### src/hw/port_mux_map.svh
// register offsets, reset values and field positions of the multipurpose port
`ifndef PORT_MUX_MAP_SVH
`define PORT_MUX_MAP_SVH

`define OUT_VALUE_OFFSET   12'h000
`define IN_STATUS_OFFSET   12'h004
`define DIRECTION_OFFSET   12'h008
`define OPEN_DRAIN_OFFSET  12'h00C
`define PULLUP_OFFSET      12'h010
`define ANALOG_OFFSET      12'h014
`define FUNC_CTRL_OFFSET   12'h018

`define PORT_RESET_VALUE   8'h00
`define ANALOG_FIELD_MSB   3
`define ANALOG_RESET_VALUE 4'h0
`define FUNC_CTRL_RESET    7'h00
`define FUNC_PWM0_BIT      0
`define FUNC_PWM1_BIT      1
`define FUNC_CKCPU_BIT     2
`define FUNC_CK32K_BIT     3
`define FUNC_SSER_BIT      4
`define FUNC_UTX_BIT       5
`define FUNC_URX_BIT       6
`define FUNC_CTRL_MSB      6

`endif

### src/hw/port_mux_pkg.sv
// types shared by the multipurpose port mux
package port_mux_pkg;
    typedef enum logic [2:0] {
        MODE_DIGITAL  = 3'b001,
        MODE_FUNCTION = 3'b010,
        MODE_ANALOG   = 3'b100
    } pin_mode_t;
    typedef logic [7:0] port_byte_t;
endpackage

### src/hw/multipurpose_port_mux.sv
// apb slave with pin mode, function and analog routing for an 8-pin port
`timescale 1ns/1ps
`default_nettype none
`include "port_mux_map.svh"

// Operation
// - four pairs switch to analog by bits 3:0
// - four internal analog lines shared by pins
// - analog mode overrides function and digital setup
// - enabled function overrides digital setup
// - default after reset is plain digital
// - cpu clock pin 2, 32 kHz pin 3
// - pwm0 on pin 0, pwm1 on pin 1
// - serial sig0 pin 4, sig1 pin 5
// - uart tx pin 6, rx pin 7
// - odd pin line from out bits x,x-1
// - even pin line from dir bits x+1,x
// - direction bit: 0 input, 1 output
// - output register drives pin, reads back
// - input status shows pin levels
// - open-drain bit selects open-drain drive
// - pullup bit enables pin pullup
// - open-drain driven low disables pullup
// - config reset clears all port registers except input status
// - open-drain never drives high
// - input buffer on except analog mode and system reset
module multipurpose_port_mux
    import port_mux_pkg::*;
#(
    parameter int NUM_PINS = 8
) (
    input  wire logic        pclk,
    input  wire logic        presetn,
    input  wire logic        config_reset_select,
    input  wire logic        config_reset_n,
    input  wire logic        psel,
    input  wire logic        penable,
    input  wire logic        pwrite,
    input  wire logic [11:0] paddr,
    input  wire logic [31:0] pwdata,
    output logic      [31:0] prdata,
    output logic             pready,
    output logic             pslverr,
    input  wire logic [7:0]  pin_in,
    output logic      [7:0]  pin_out,
    output logic      [7:0]  pin_oe,
    output logic      [7:0]  pin_pullup,
    output logic      [7:0]  pin_in_buf_en,
    output logic      [7:0]  analog_connect,
    output logic      [15:0] analog_line_sel,
    input  wire logic        pwm0_out,
    input  wire logic        pwm1_out,
    input  wire logic        cpu_clk_out,
    input  wire logic        clk32k_out,
    input  wire logic        sync_serial_sig0,
    input  wire logic        sync_serial_sig1,
    output logic             sync_serial_in0,
    output logic             sync_serial_in1,
    input  wire logic        uart_tx,
    output logic             uart_rx
);

    // the mux and the pair fields are fixed to eight pins
    if (NUM_PINS != 8) begin
        $error("multipurpose_port_mux serves exactly 8 pins");
    end

    port_byte_t pin_out_bits_reg;
    port_byte_t pin_dir_bits_reg;
    port_byte_t open_drain_bits_reg;
    port_byte_t pullup_bits_reg;
    logic [3:0] analog_pair_bits_reg;
    logic [6:0] func_ctrl_reg;
    port_byte_t pin_in_bits_reg;
    pin_mode_t  mode_next [8];

    // port-config reset: either system reset alone, or also the separate config reset
    logic cfg_rst_n;
    assign cfg_rst_n = presetn & (config_reset_select | config_reset_n);

    logic wr_access;
    logic rd_setup;
    assign wr_access = psel & penable & pwrite;
    assign rd_setup  = psel & ~penable & ~pwrite;

    function automatic logic addr_known(input logic [11:0] a);
        addr_known = (a == `OUT_VALUE_OFFSET) || (a == `IN_STATUS_OFFSET) ||
                     (a == `DIRECTION_OFFSET) || (a == `OPEN_DRAIN_OFFSET) ||
                     (a == `PULLUP_OFFSET) || (a == `ANALOG_OFFSET) ||
                     (a == `FUNC_CTRL_OFFSET);
    endfunction

    // write strobe for one register offset
    function automatic logic write_hit(input logic        wr,
                                       input logic [11:0] a, input logic [11:0] off);
        write_hit = wr && (a == off);
    endfunction

    // digital pad level: push-pull follows the value, open-drain only sinks
    function automatic logic digital_level(input logic dir, input logic od, input logic val);
        digital_level = dir & ~od & val;
    endfunction

    // driving when output and either push-pull or an open-drain sinking zero
    function automatic logic digital_oe(input logic dir, input logic od, input logic val);
        digital_oe = dir & (~od | ~val);
    endfunction

    // pullup only on an input or a released open-drain pad
    function automatic logic digital_pullup(input logic dir, input logic od,
                                            input logic val, input logic pu);
        digital_pullup = pu & (~dir | (od & val));
    endfunction

    // analog line of one pin: odd pins read the value bits, even pins the direction bits
    function automatic logic [1:0] line_select(input int idx, input port_byte_t outv,
                                               input port_byte_t dirv);
        if (idx % 2 == 1) begin
            line_select = {outv[idx], outv[idx-1]};
        end else begin
            line_select = {dirv[idx+1], dirv[idx]};
        end
    endfunction

    // output value; in analog mode it also picks the line of odd pins
    always_ff @(posedge pclk or negedge cfg_rst_n) begin
        if (!cfg_rst_n) begin
            pin_out_bits_reg <= `PORT_RESET_VALUE;
        end else if (write_hit(wr_access, paddr, `OUT_VALUE_OFFSET)) begin
            pin_out_bits_reg <= pwdata[7:0];
        end
    end

    // direction; in analog mode it also picks the line of even pins
    always_ff @(posedge pclk or negedge cfg_rst_n) begin
        if (!cfg_rst_n) begin
            pin_dir_bits_reg <= `PORT_RESET_VALUE;
        end else if (write_hit(wr_access, paddr, `DIRECTION_OFFSET)) begin
            pin_dir_bits_reg <= pwdata[7:0];
        end
    end

    // open-drain selection, only read in digital mode
    always_ff @(posedge pclk or negedge cfg_rst_n) begin
        if (!cfg_rst_n) begin
            open_drain_bits_reg <= `PORT_RESET_VALUE;
        end else if (write_hit(wr_access, paddr, `OPEN_DRAIN_OFFSET)) begin
            open_drain_bits_reg <= pwdata[7:0];
        end
    end

    // pullup bits; in analog mode they close the line switch instead
    always_ff @(posedge pclk or negedge cfg_rst_n) begin
        if (!cfg_rst_n) begin
            pullup_bits_reg <= `PORT_RESET_VALUE;
        end else if (write_hit(wr_access, paddr, `PULLUP_OFFSET)) begin
            pullup_bits_reg <= pwdata[7:0];
        end
    end

    // analog pair selection, upper bits read zero
    always_ff @(posedge pclk or negedge cfg_rst_n) begin
        if (!cfg_rst_n) begin
            analog_pair_bits_reg <= `ANALOG_RESET_VALUE;
        end else if (write_hit(wr_access, paddr, `ANALOG_OFFSET)) begin
            analog_pair_bits_reg <= pwdata[`ANALOG_FIELD_MSB:0];
        end
    end

    // function enables; all off so the port starts as plain digital
    always_ff @(posedge pclk or negedge cfg_rst_n) begin
        if (!cfg_rst_n) begin
            func_ctrl_reg <= `FUNC_CTRL_RESET;
        end else if (write_hit(wr_access, paddr, `FUNC_CTRL_OFFSET)) begin
            func_ctrl_reg <= pwdata[`FUNC_CTRL_MSB:0];
        end
    end

    // pin sample for the input status register; analog pins read zero
    always_ff @(posedge pclk or negedge presetn) begin
        if (!presetn) begin
            pin_in_bits_reg <= 8'h00;
        end else begin
            pin_in_bits_reg <= pin_in & pin_in_buf_en;
        end
    end

    // apb answer: zero wait states, error on unmapped address
    always_ff @(posedge pclk or negedge presetn) begin
        if (!presetn) begin
            prdata  <= 32'h0000_0000;
            pready  <= 1'b0;
            pslverr <= 1'b0;
        end else begin
            pready  <= psel & ~penable;
            pslverr <= psel & ~penable & ~addr_known(paddr);
            prdata  <= 32'h0000_0000;
            if (rd_setup) begin
                case (paddr)
                    `OUT_VALUE_OFFSET:  prdata[7:0] <= pin_out_bits_reg;
                    `IN_STATUS_OFFSET:  prdata[7:0] <= pin_in_bits_reg;
                    `DIRECTION_OFFSET:  prdata[7:0] <= pin_dir_bits_reg;
                    `OPEN_DRAIN_OFFSET: prdata[7:0] <= open_drain_bits_reg;
                    `PULLUP_OFFSET:     prdata[7:0] <= pullup_bits_reg;
                    `ANALOG_OFFSET:     prdata[3:0] <= analog_pair_bits_reg;
                    `FUNC_CTRL_OFFSET:  prdata[6:0] <= func_ctrl_reg;
                    default:            prdata      <= 32'h0000_0000;
                endcase
            end
        end
    end

    // function enables and values per pin
    logic [7:0] func_en;
    logic [7:0] func_val;
    logic [7:0] func_oe;
    always_comb begin
        func_en  = {func_ctrl_reg[`FUNC_URX_BIT], func_ctrl_reg[`FUNC_UTX_BIT],
                    {2{func_ctrl_reg[`FUNC_SSER_BIT]}}, func_ctrl_reg[`FUNC_CK32K_BIT],
                    func_ctrl_reg[`FUNC_CKCPU_BIT], func_ctrl_reg[`FUNC_PWM1_BIT],
                    func_ctrl_reg[`FUNC_PWM0_BIT]};
        func_val = {1'b0, uart_tx, sync_serial_sig1, sync_serial_sig0,
                    clk32k_out, cpu_clk_out, pwm1_out, pwm0_out};
        // clocks and pwm follow the direction bit; software sets it
        func_oe  = {1'b0, 1'b1, ~sync_serial_sig1, ~sync_serial_sig0,
                    pin_dir_bits_reg[3:0]};
    end

    // per-pin priority: analog, then function, then digital
    always_comb begin
        for (int i = 0; i < 8; i++) begin
            if (analog_pair_bits_reg[i/2]) begin
                mode_next[i] = MODE_ANALOG;
            end else if (func_en[i]) begin
                mode_next[i] = MODE_FUNCTION;
            end else begin
                mode_next[i] = MODE_DIGITAL;
            end
        end
    end

    // pad output level; open-drain and serial pins never drive high
    always_ff @(posedge pclk or negedge presetn) begin
        if (!presetn) begin
            pin_out <= 8'h00;
        end else begin
            for (int i = 0; i < 8; i++) begin
                case (mode_next[i])
                    MODE_ANALOG: begin
                        pin_out[i] <= 1'b0;
                    end
                    MODE_FUNCTION: begin
                        // serial pins only sink, their level travels in the enable
                        pin_out[i] <= (i == 4 || i == 5) ? 1'b0 : func_val[i];
                    end
                    default: begin
                        pin_out[i] <= digital_level(pin_dir_bits_reg[i],
                                                    open_drain_bits_reg[i],
                                                    pin_out_bits_reg[i]);
                    end
                endcase
            end
        end
    end

    // output enable; every pad setting moves on this same edge
    always_ff @(posedge pclk or negedge presetn) begin
        if (!presetn) begin
            pin_oe <= 8'h00;
        end else begin
            for (int i = 0; i < 8; i++) begin
                case (mode_next[i])
                    MODE_ANALOG: begin
                        pin_oe[i] <= 1'b0;
                    end
                    MODE_FUNCTION: begin
                        pin_oe[i] <= func_oe[i];
                    end
                    default: begin
                        pin_oe[i] <= digital_oe(pin_dir_bits_reg[i],
                                                open_drain_bits_reg[i],
                                                pin_out_bits_reg[i]);
                    end
                endcase
            end
        end
    end

    // pullup; never on a driven pad, which would only waste current
    always_ff @(posedge pclk or negedge presetn) begin
        if (!presetn) begin
            pin_pullup <= 8'h00;
        end else begin
            for (int i = 0; i < 8; i++) begin
                case (mode_next[i])
                    MODE_ANALOG: begin
                        pin_pullup[i] <= 1'b0;
                    end
                    MODE_FUNCTION: begin
                        pin_pullup[i] <= pullup_bits_reg[i] & ~func_oe[i];
                    end
                    default: begin
                        pin_pullup[i] <= digital_pullup(pin_dir_bits_reg[i],
                                                        open_drain_bits_reg[i],
                                                        pin_out_bits_reg[i],
                                                        pullup_bits_reg[i]);
                    end
                endcase
            end
        end
    end

    // input buffer; off in analog mode so a mid-level pad draws no current
    always_ff @(posedge pclk or negedge presetn) begin
        if (!presetn) begin
            pin_in_buf_en <= 8'h00;
        end else begin
            for (int i = 0; i < 8; i++) begin
                case (mode_next[i])
                    MODE_ANALOG: begin
                        pin_in_buf_en[i] <= 1'b0;
                    end
                    default: begin
                        pin_in_buf_en[i] <= 1'b1;
                    end
                endcase
            end
        end
    end

    // analog switch; in analog mode the pullup bit closes it
    always_ff @(posedge pclk or negedge presetn) begin
        if (!presetn) begin
            analog_connect <= 8'h00;
        end else begin
            for (int i = 0; i < 8; i++) begin
                case (mode_next[i])
                    MODE_ANALOG: begin
                        analog_connect[i] <= pullup_bits_reg[i];
                    end
                    default: begin
                        analog_connect[i] <= 1'b0;
                    end
                endcase
            end
        end
    end

    // analog line per pin; held at zero outside analog mode
    always_ff @(posedge pclk or negedge presetn) begin
        if (!presetn) begin
            analog_line_sel <= 16'h0000;
        end else begin
            for (int i = 0; i < 8; i++) begin
                case (mode_next[i])
                    MODE_ANALOG: begin
                        analog_line_sel[2*i +: 2] <= line_select(i, pin_out_bits_reg,
                                                                 pin_dir_bits_reg);
                    end
                    default: begin
                        analog_line_sel[2*i +: 2] <= 2'b00;
                    end
                endcase
            end
        end
    end

    // function inputs; serial inputs read the raw pin, rx only while enabled
    always_ff @(posedge pclk or negedge presetn) begin
        if (!presetn) begin
            sync_serial_in0 <= 1'b1;
            sync_serial_in1 <= 1'b1;
            uart_rx         <= 1'b1;
        end else begin
            sync_serial_in0 <= pin_in[4];
            sync_serial_in1 <= pin_in[5];
            uart_rx         <= (mode_next[7] == MODE_FUNCTION) ? pin_in[7] : 1'b1;
        end
    end

endmodule
`default_nettype wire

### config.mk
export PLATFORM = sky130hd
export DESIGN_NAME = multipurpose_port_mux
export DESIGN_NICKNAME = d
export VERILOG_FILES = /design/src/hw/port_mux_pkg.sv /design/src/hw/multipurpose_port_mux.sv
export VERILOG_INCLUDE_DIRS = /design/src /design/src/hw
export SDC_FILE = /design/constraint.sdc
export NUM_CORES = 1
export LEC_CHECK = 0
export BUFFER_PORTS_ARGS = -buffer_cell sky130_fd_sc_hd__buf_2
export CAP_MARGIN = 15
export CORE_MARGIN = 10
export CORE_UTILIZATION = 35
export CTS_BUF_LIST = sky130_fd_sc_hd__clkbuf_16
export CTS_CLUSTER_DIAMETER = 120
export CTS_CLUSTER_SIZE = 14
export DETAILED_ROUTE_END_ITERATION = 12
export PLACE_DENSITY = 0.68
export SYNTH_ARGS = -nofsm -noshare
export SYNTH_HDL_FRONTEND = slang
export SYNTH_SLANG_ARGS = --single-unit
### constraint.sdc
create_clock -name pclk -period 1.4 [get_ports pclk]
set_input_delay 0.21 -clock pclk [delete_from_list [all_inputs] [get_ports pclk]]
set_output_delay 0.21 -clock pclk [all_outputs]
set_load 0.05 [all_outputs]
==> out/qor.txt <==
status: finished, violations left
failing checks: setup timing
leading cell type in the layout, fill and taps excluded: dfrtp_1
final WL: 13100 um
max reg flops: 16
worst r2r src: func_ctrl_reg[2]$_DFFE_PN0P_
Clock transition at path regs: 60 ps
CTS Buf Count: 17
I/O pin count: 159
wire length per cell: 17.9 um
sequential area share after synthesis: 0.608
number of flops mapped to enable cells by yosys: 0
Hold/Removal Path Class: input port to flip-flop
prevailing post-synth register cell: dfrtp_1
Setup crit end kind: flip-flop
multi-input combinational cell area: 1780 um^2
Final Total Pwr: 8170 uW
layout cells sized above 1: 0.428
starting density of the core: 0.355
TritonCTS clock tree: done
# setup viols final: 1
fmax: 0.714 GHz
Longest Clk Path Bufs: 2
CP peak stage delay: 420 ps
Synth-to-Final Area Change: 32.7%
global route overflow: 0
Clock Latency Late Sink: 410 ps
area leader, netlist: dfrtp_1
n_diodes: 0
Reg area: 2980 um^2
Finished Cell Area: 6510 um^2
Layout Skew: 7.54 ps
register with the highest flop count: analog_line_sel
Die Wd: 138 um
Post-Syn Area: 4910 um^2
GP Congestion: 0.853
hold wc startpoint: pin_in[2]
vias in the first global route: 3688
CP max-delay cell: nor4_4
Leak: 0.00341 uW
core area: 13800 um^2
CP startpoint kind: input port
Critical Path RT: 1690 ps
antenna-violating nets left: 0
post-route insts no fill: 732
Post-layout nets: 605
Die Footprint: 19200 um^2
#FFs+latches synth: 119
worst vdd ir: 0.660 mV
Final Hold Fails: 0
arrival time at the worst endpoint: 1690 ps
synthesized instance count: 383
Mean Syn Cell Area: 12.8 um^2
most frequent cells in the layout: dfrtp_1 (116), buf_2 (106), mux2_2 (45)
Die Span Y: 138 um
hold slack: 15.8 ps
Final Max Tran Viols: 0
Synth Warn #: 0
global-route wire length before repair: 20800 um
drc violations: 0
RSZ-0062 raised after global routing: yes
hold depth: 2
Pwr Density: 1260 nW/um^2
max_cap viols: 0
placed cells: 695
Initial DRC Count: 197
Setup WS post-layout: -0.617 ps
FP Rows: 43
Synth async-reset ratio: 1.00
FILL cells: 1271
CTS H-Tree Depth: 4
placed wire-length estimate: 9810 um
Tmin final: 1400 ps
top cells by area, synth: dfrtp_1 (59%), mux2_2 (11%), and2_1 (4.2%)
CP startpoint: paddr[11]
CP Class: input port to flip-flop
initial antenna violation count: 1
pin count of the biggest net entering global routing: 44
utilization after layout: 0.471
CP Max Fanout: 4
synth unique cells: 45
GRT Overall Usage: 0.137
Final period util: 1.00
drt pass-1 iters: 4
Yosys top cell area share: 0.592
detailed-route via count: 3417
Cell Chain, Critical Path: buf_2 > nor4_4 > nand2_2 > nor3_4 > buf_4 > mux2_2
Via-to-Cell Ratio: 4.67
Port Buffers: 110
Root Driver: clkbuf_16
CTS Sinks: 119
R2R depth: 3
DP Area: 5870 um^2
-- worst max-delay path: cells and delay by family --
kind | cells | cell delay [ps]
multiplexers | 1 | 340
buffers and inverters | 2 | 300
AND/OR/NAND/NOR | 3 | 850
-- power by group --
part | leakage (uW) | total [uW] | internal [uW] | switching, uW
combinational | 0.00153 | 523 | 152 | 371
sequential | 0.00159 | 3480 | 3470 | 9.17
clock | 0.000288 | 4170 | 2730 | 1440
-- timing repair --
action | in CTS | in global routing
buffers inserted | 0 | 0
hold endpoints to repair | 118 | 0
gates cloned | 0 | 0
endpoints found under the setup margin | 1 | 10
resized for setup | 1 | 3
pin swaps | 0 | 1
hold buffers | 5 | 0
-- path summary, 6_finish.rpt --
path / slack (ps) / end
setup / recovery: -0.6 / pullup_bits_reg[5]$_DFFE_PN0P_
hold / removal: 20 / pin_in_bits_reg[2]$_DFF_PN0_
min in group asynchronous: 340 / analog_line_sel[0]$_DFF_PN0_
max in group asynchronous: 120 / pin_out_bits_reg[7]$_DFFE_PN0P_
setup reg to reg: 180 / prdata[2]$_DFF_PN0_
hold reg to reg: 480 / pin_in_bits_reg[0]$_DFF_PN0_
-- cell usage after synthesis (2+ instances only) --
cell type  instances
a21oi_1           11
a2bb2oi_1          2
a32oi_1            2
and2_1            33
and3_1             8
buf_2              4
buf_4             25
clkbuf_1           7
dfrtp_1          116
dfstp_2            3
inv_1              9
mux2_2            47
mux2i_1           18
nand2_1           19
nand2b_1           4
nand3_1            7
nand4b_1           2
nor2_1            19
nor2b_1            2
nor3_1             5
nor3_4             2
nor3b_1            2
nor4_1             3
o21a_1             2
o21ai_0            4
o22ai_1            4
o2bb2ai_1          4
o32a_1             2
-- metal layers --
metal | GRT usage | up-vias | share of wire
met5 | 0 | - | 0.00084
met1 | 0.173 | 1682 | 0.45
met3 | 0.0493 | 14 | 0.063
met4 | 0.0450 | 2 | 0.015
li1 | - | 1591 | -
met2 | 0.214 | 128 | 0.47
-- through the flow --
stage          TNS (ps)  setup WS (ps)
2_1_floorplan     -4930           -278
3_3_place_gp     -15020           -385
3_5_place_dp     -16600           -410
4_1_cts               0           4.22
5_1_grt            -207          -22.2
6_report         -0.617         -0.617
-- final cells by class --
cell class              count  share of cell area
repair buffers            152               0.140
multi-input cells         240               0.274
clock inverters            15              0.0227
well taps                 180              0.0346
inverters                   9             0.00519
clock buffers              17              0.0653
flip-flops and latches    119               0.458
-- kinds of logic (layout without fill, tap and decap cells) --
| logic type | Yosys count | in the layout | share of synthesized area |
|---|---|---|---|
| buffers and inverters | 47 | 193 | 0.0576 |
| muxes | 66 | 66 | 0.149 |
| DFF | 119 | 119 | 0.608 |
| and+or+nand+nor | 116 | 116 | 0.138 |
| other | 1 | 24 | 0.000764 |
| AOI/OAI and AO/OA | 34 | 34 | 0.0469 |
Note: power is estimated with default switching activity, not from simulation.
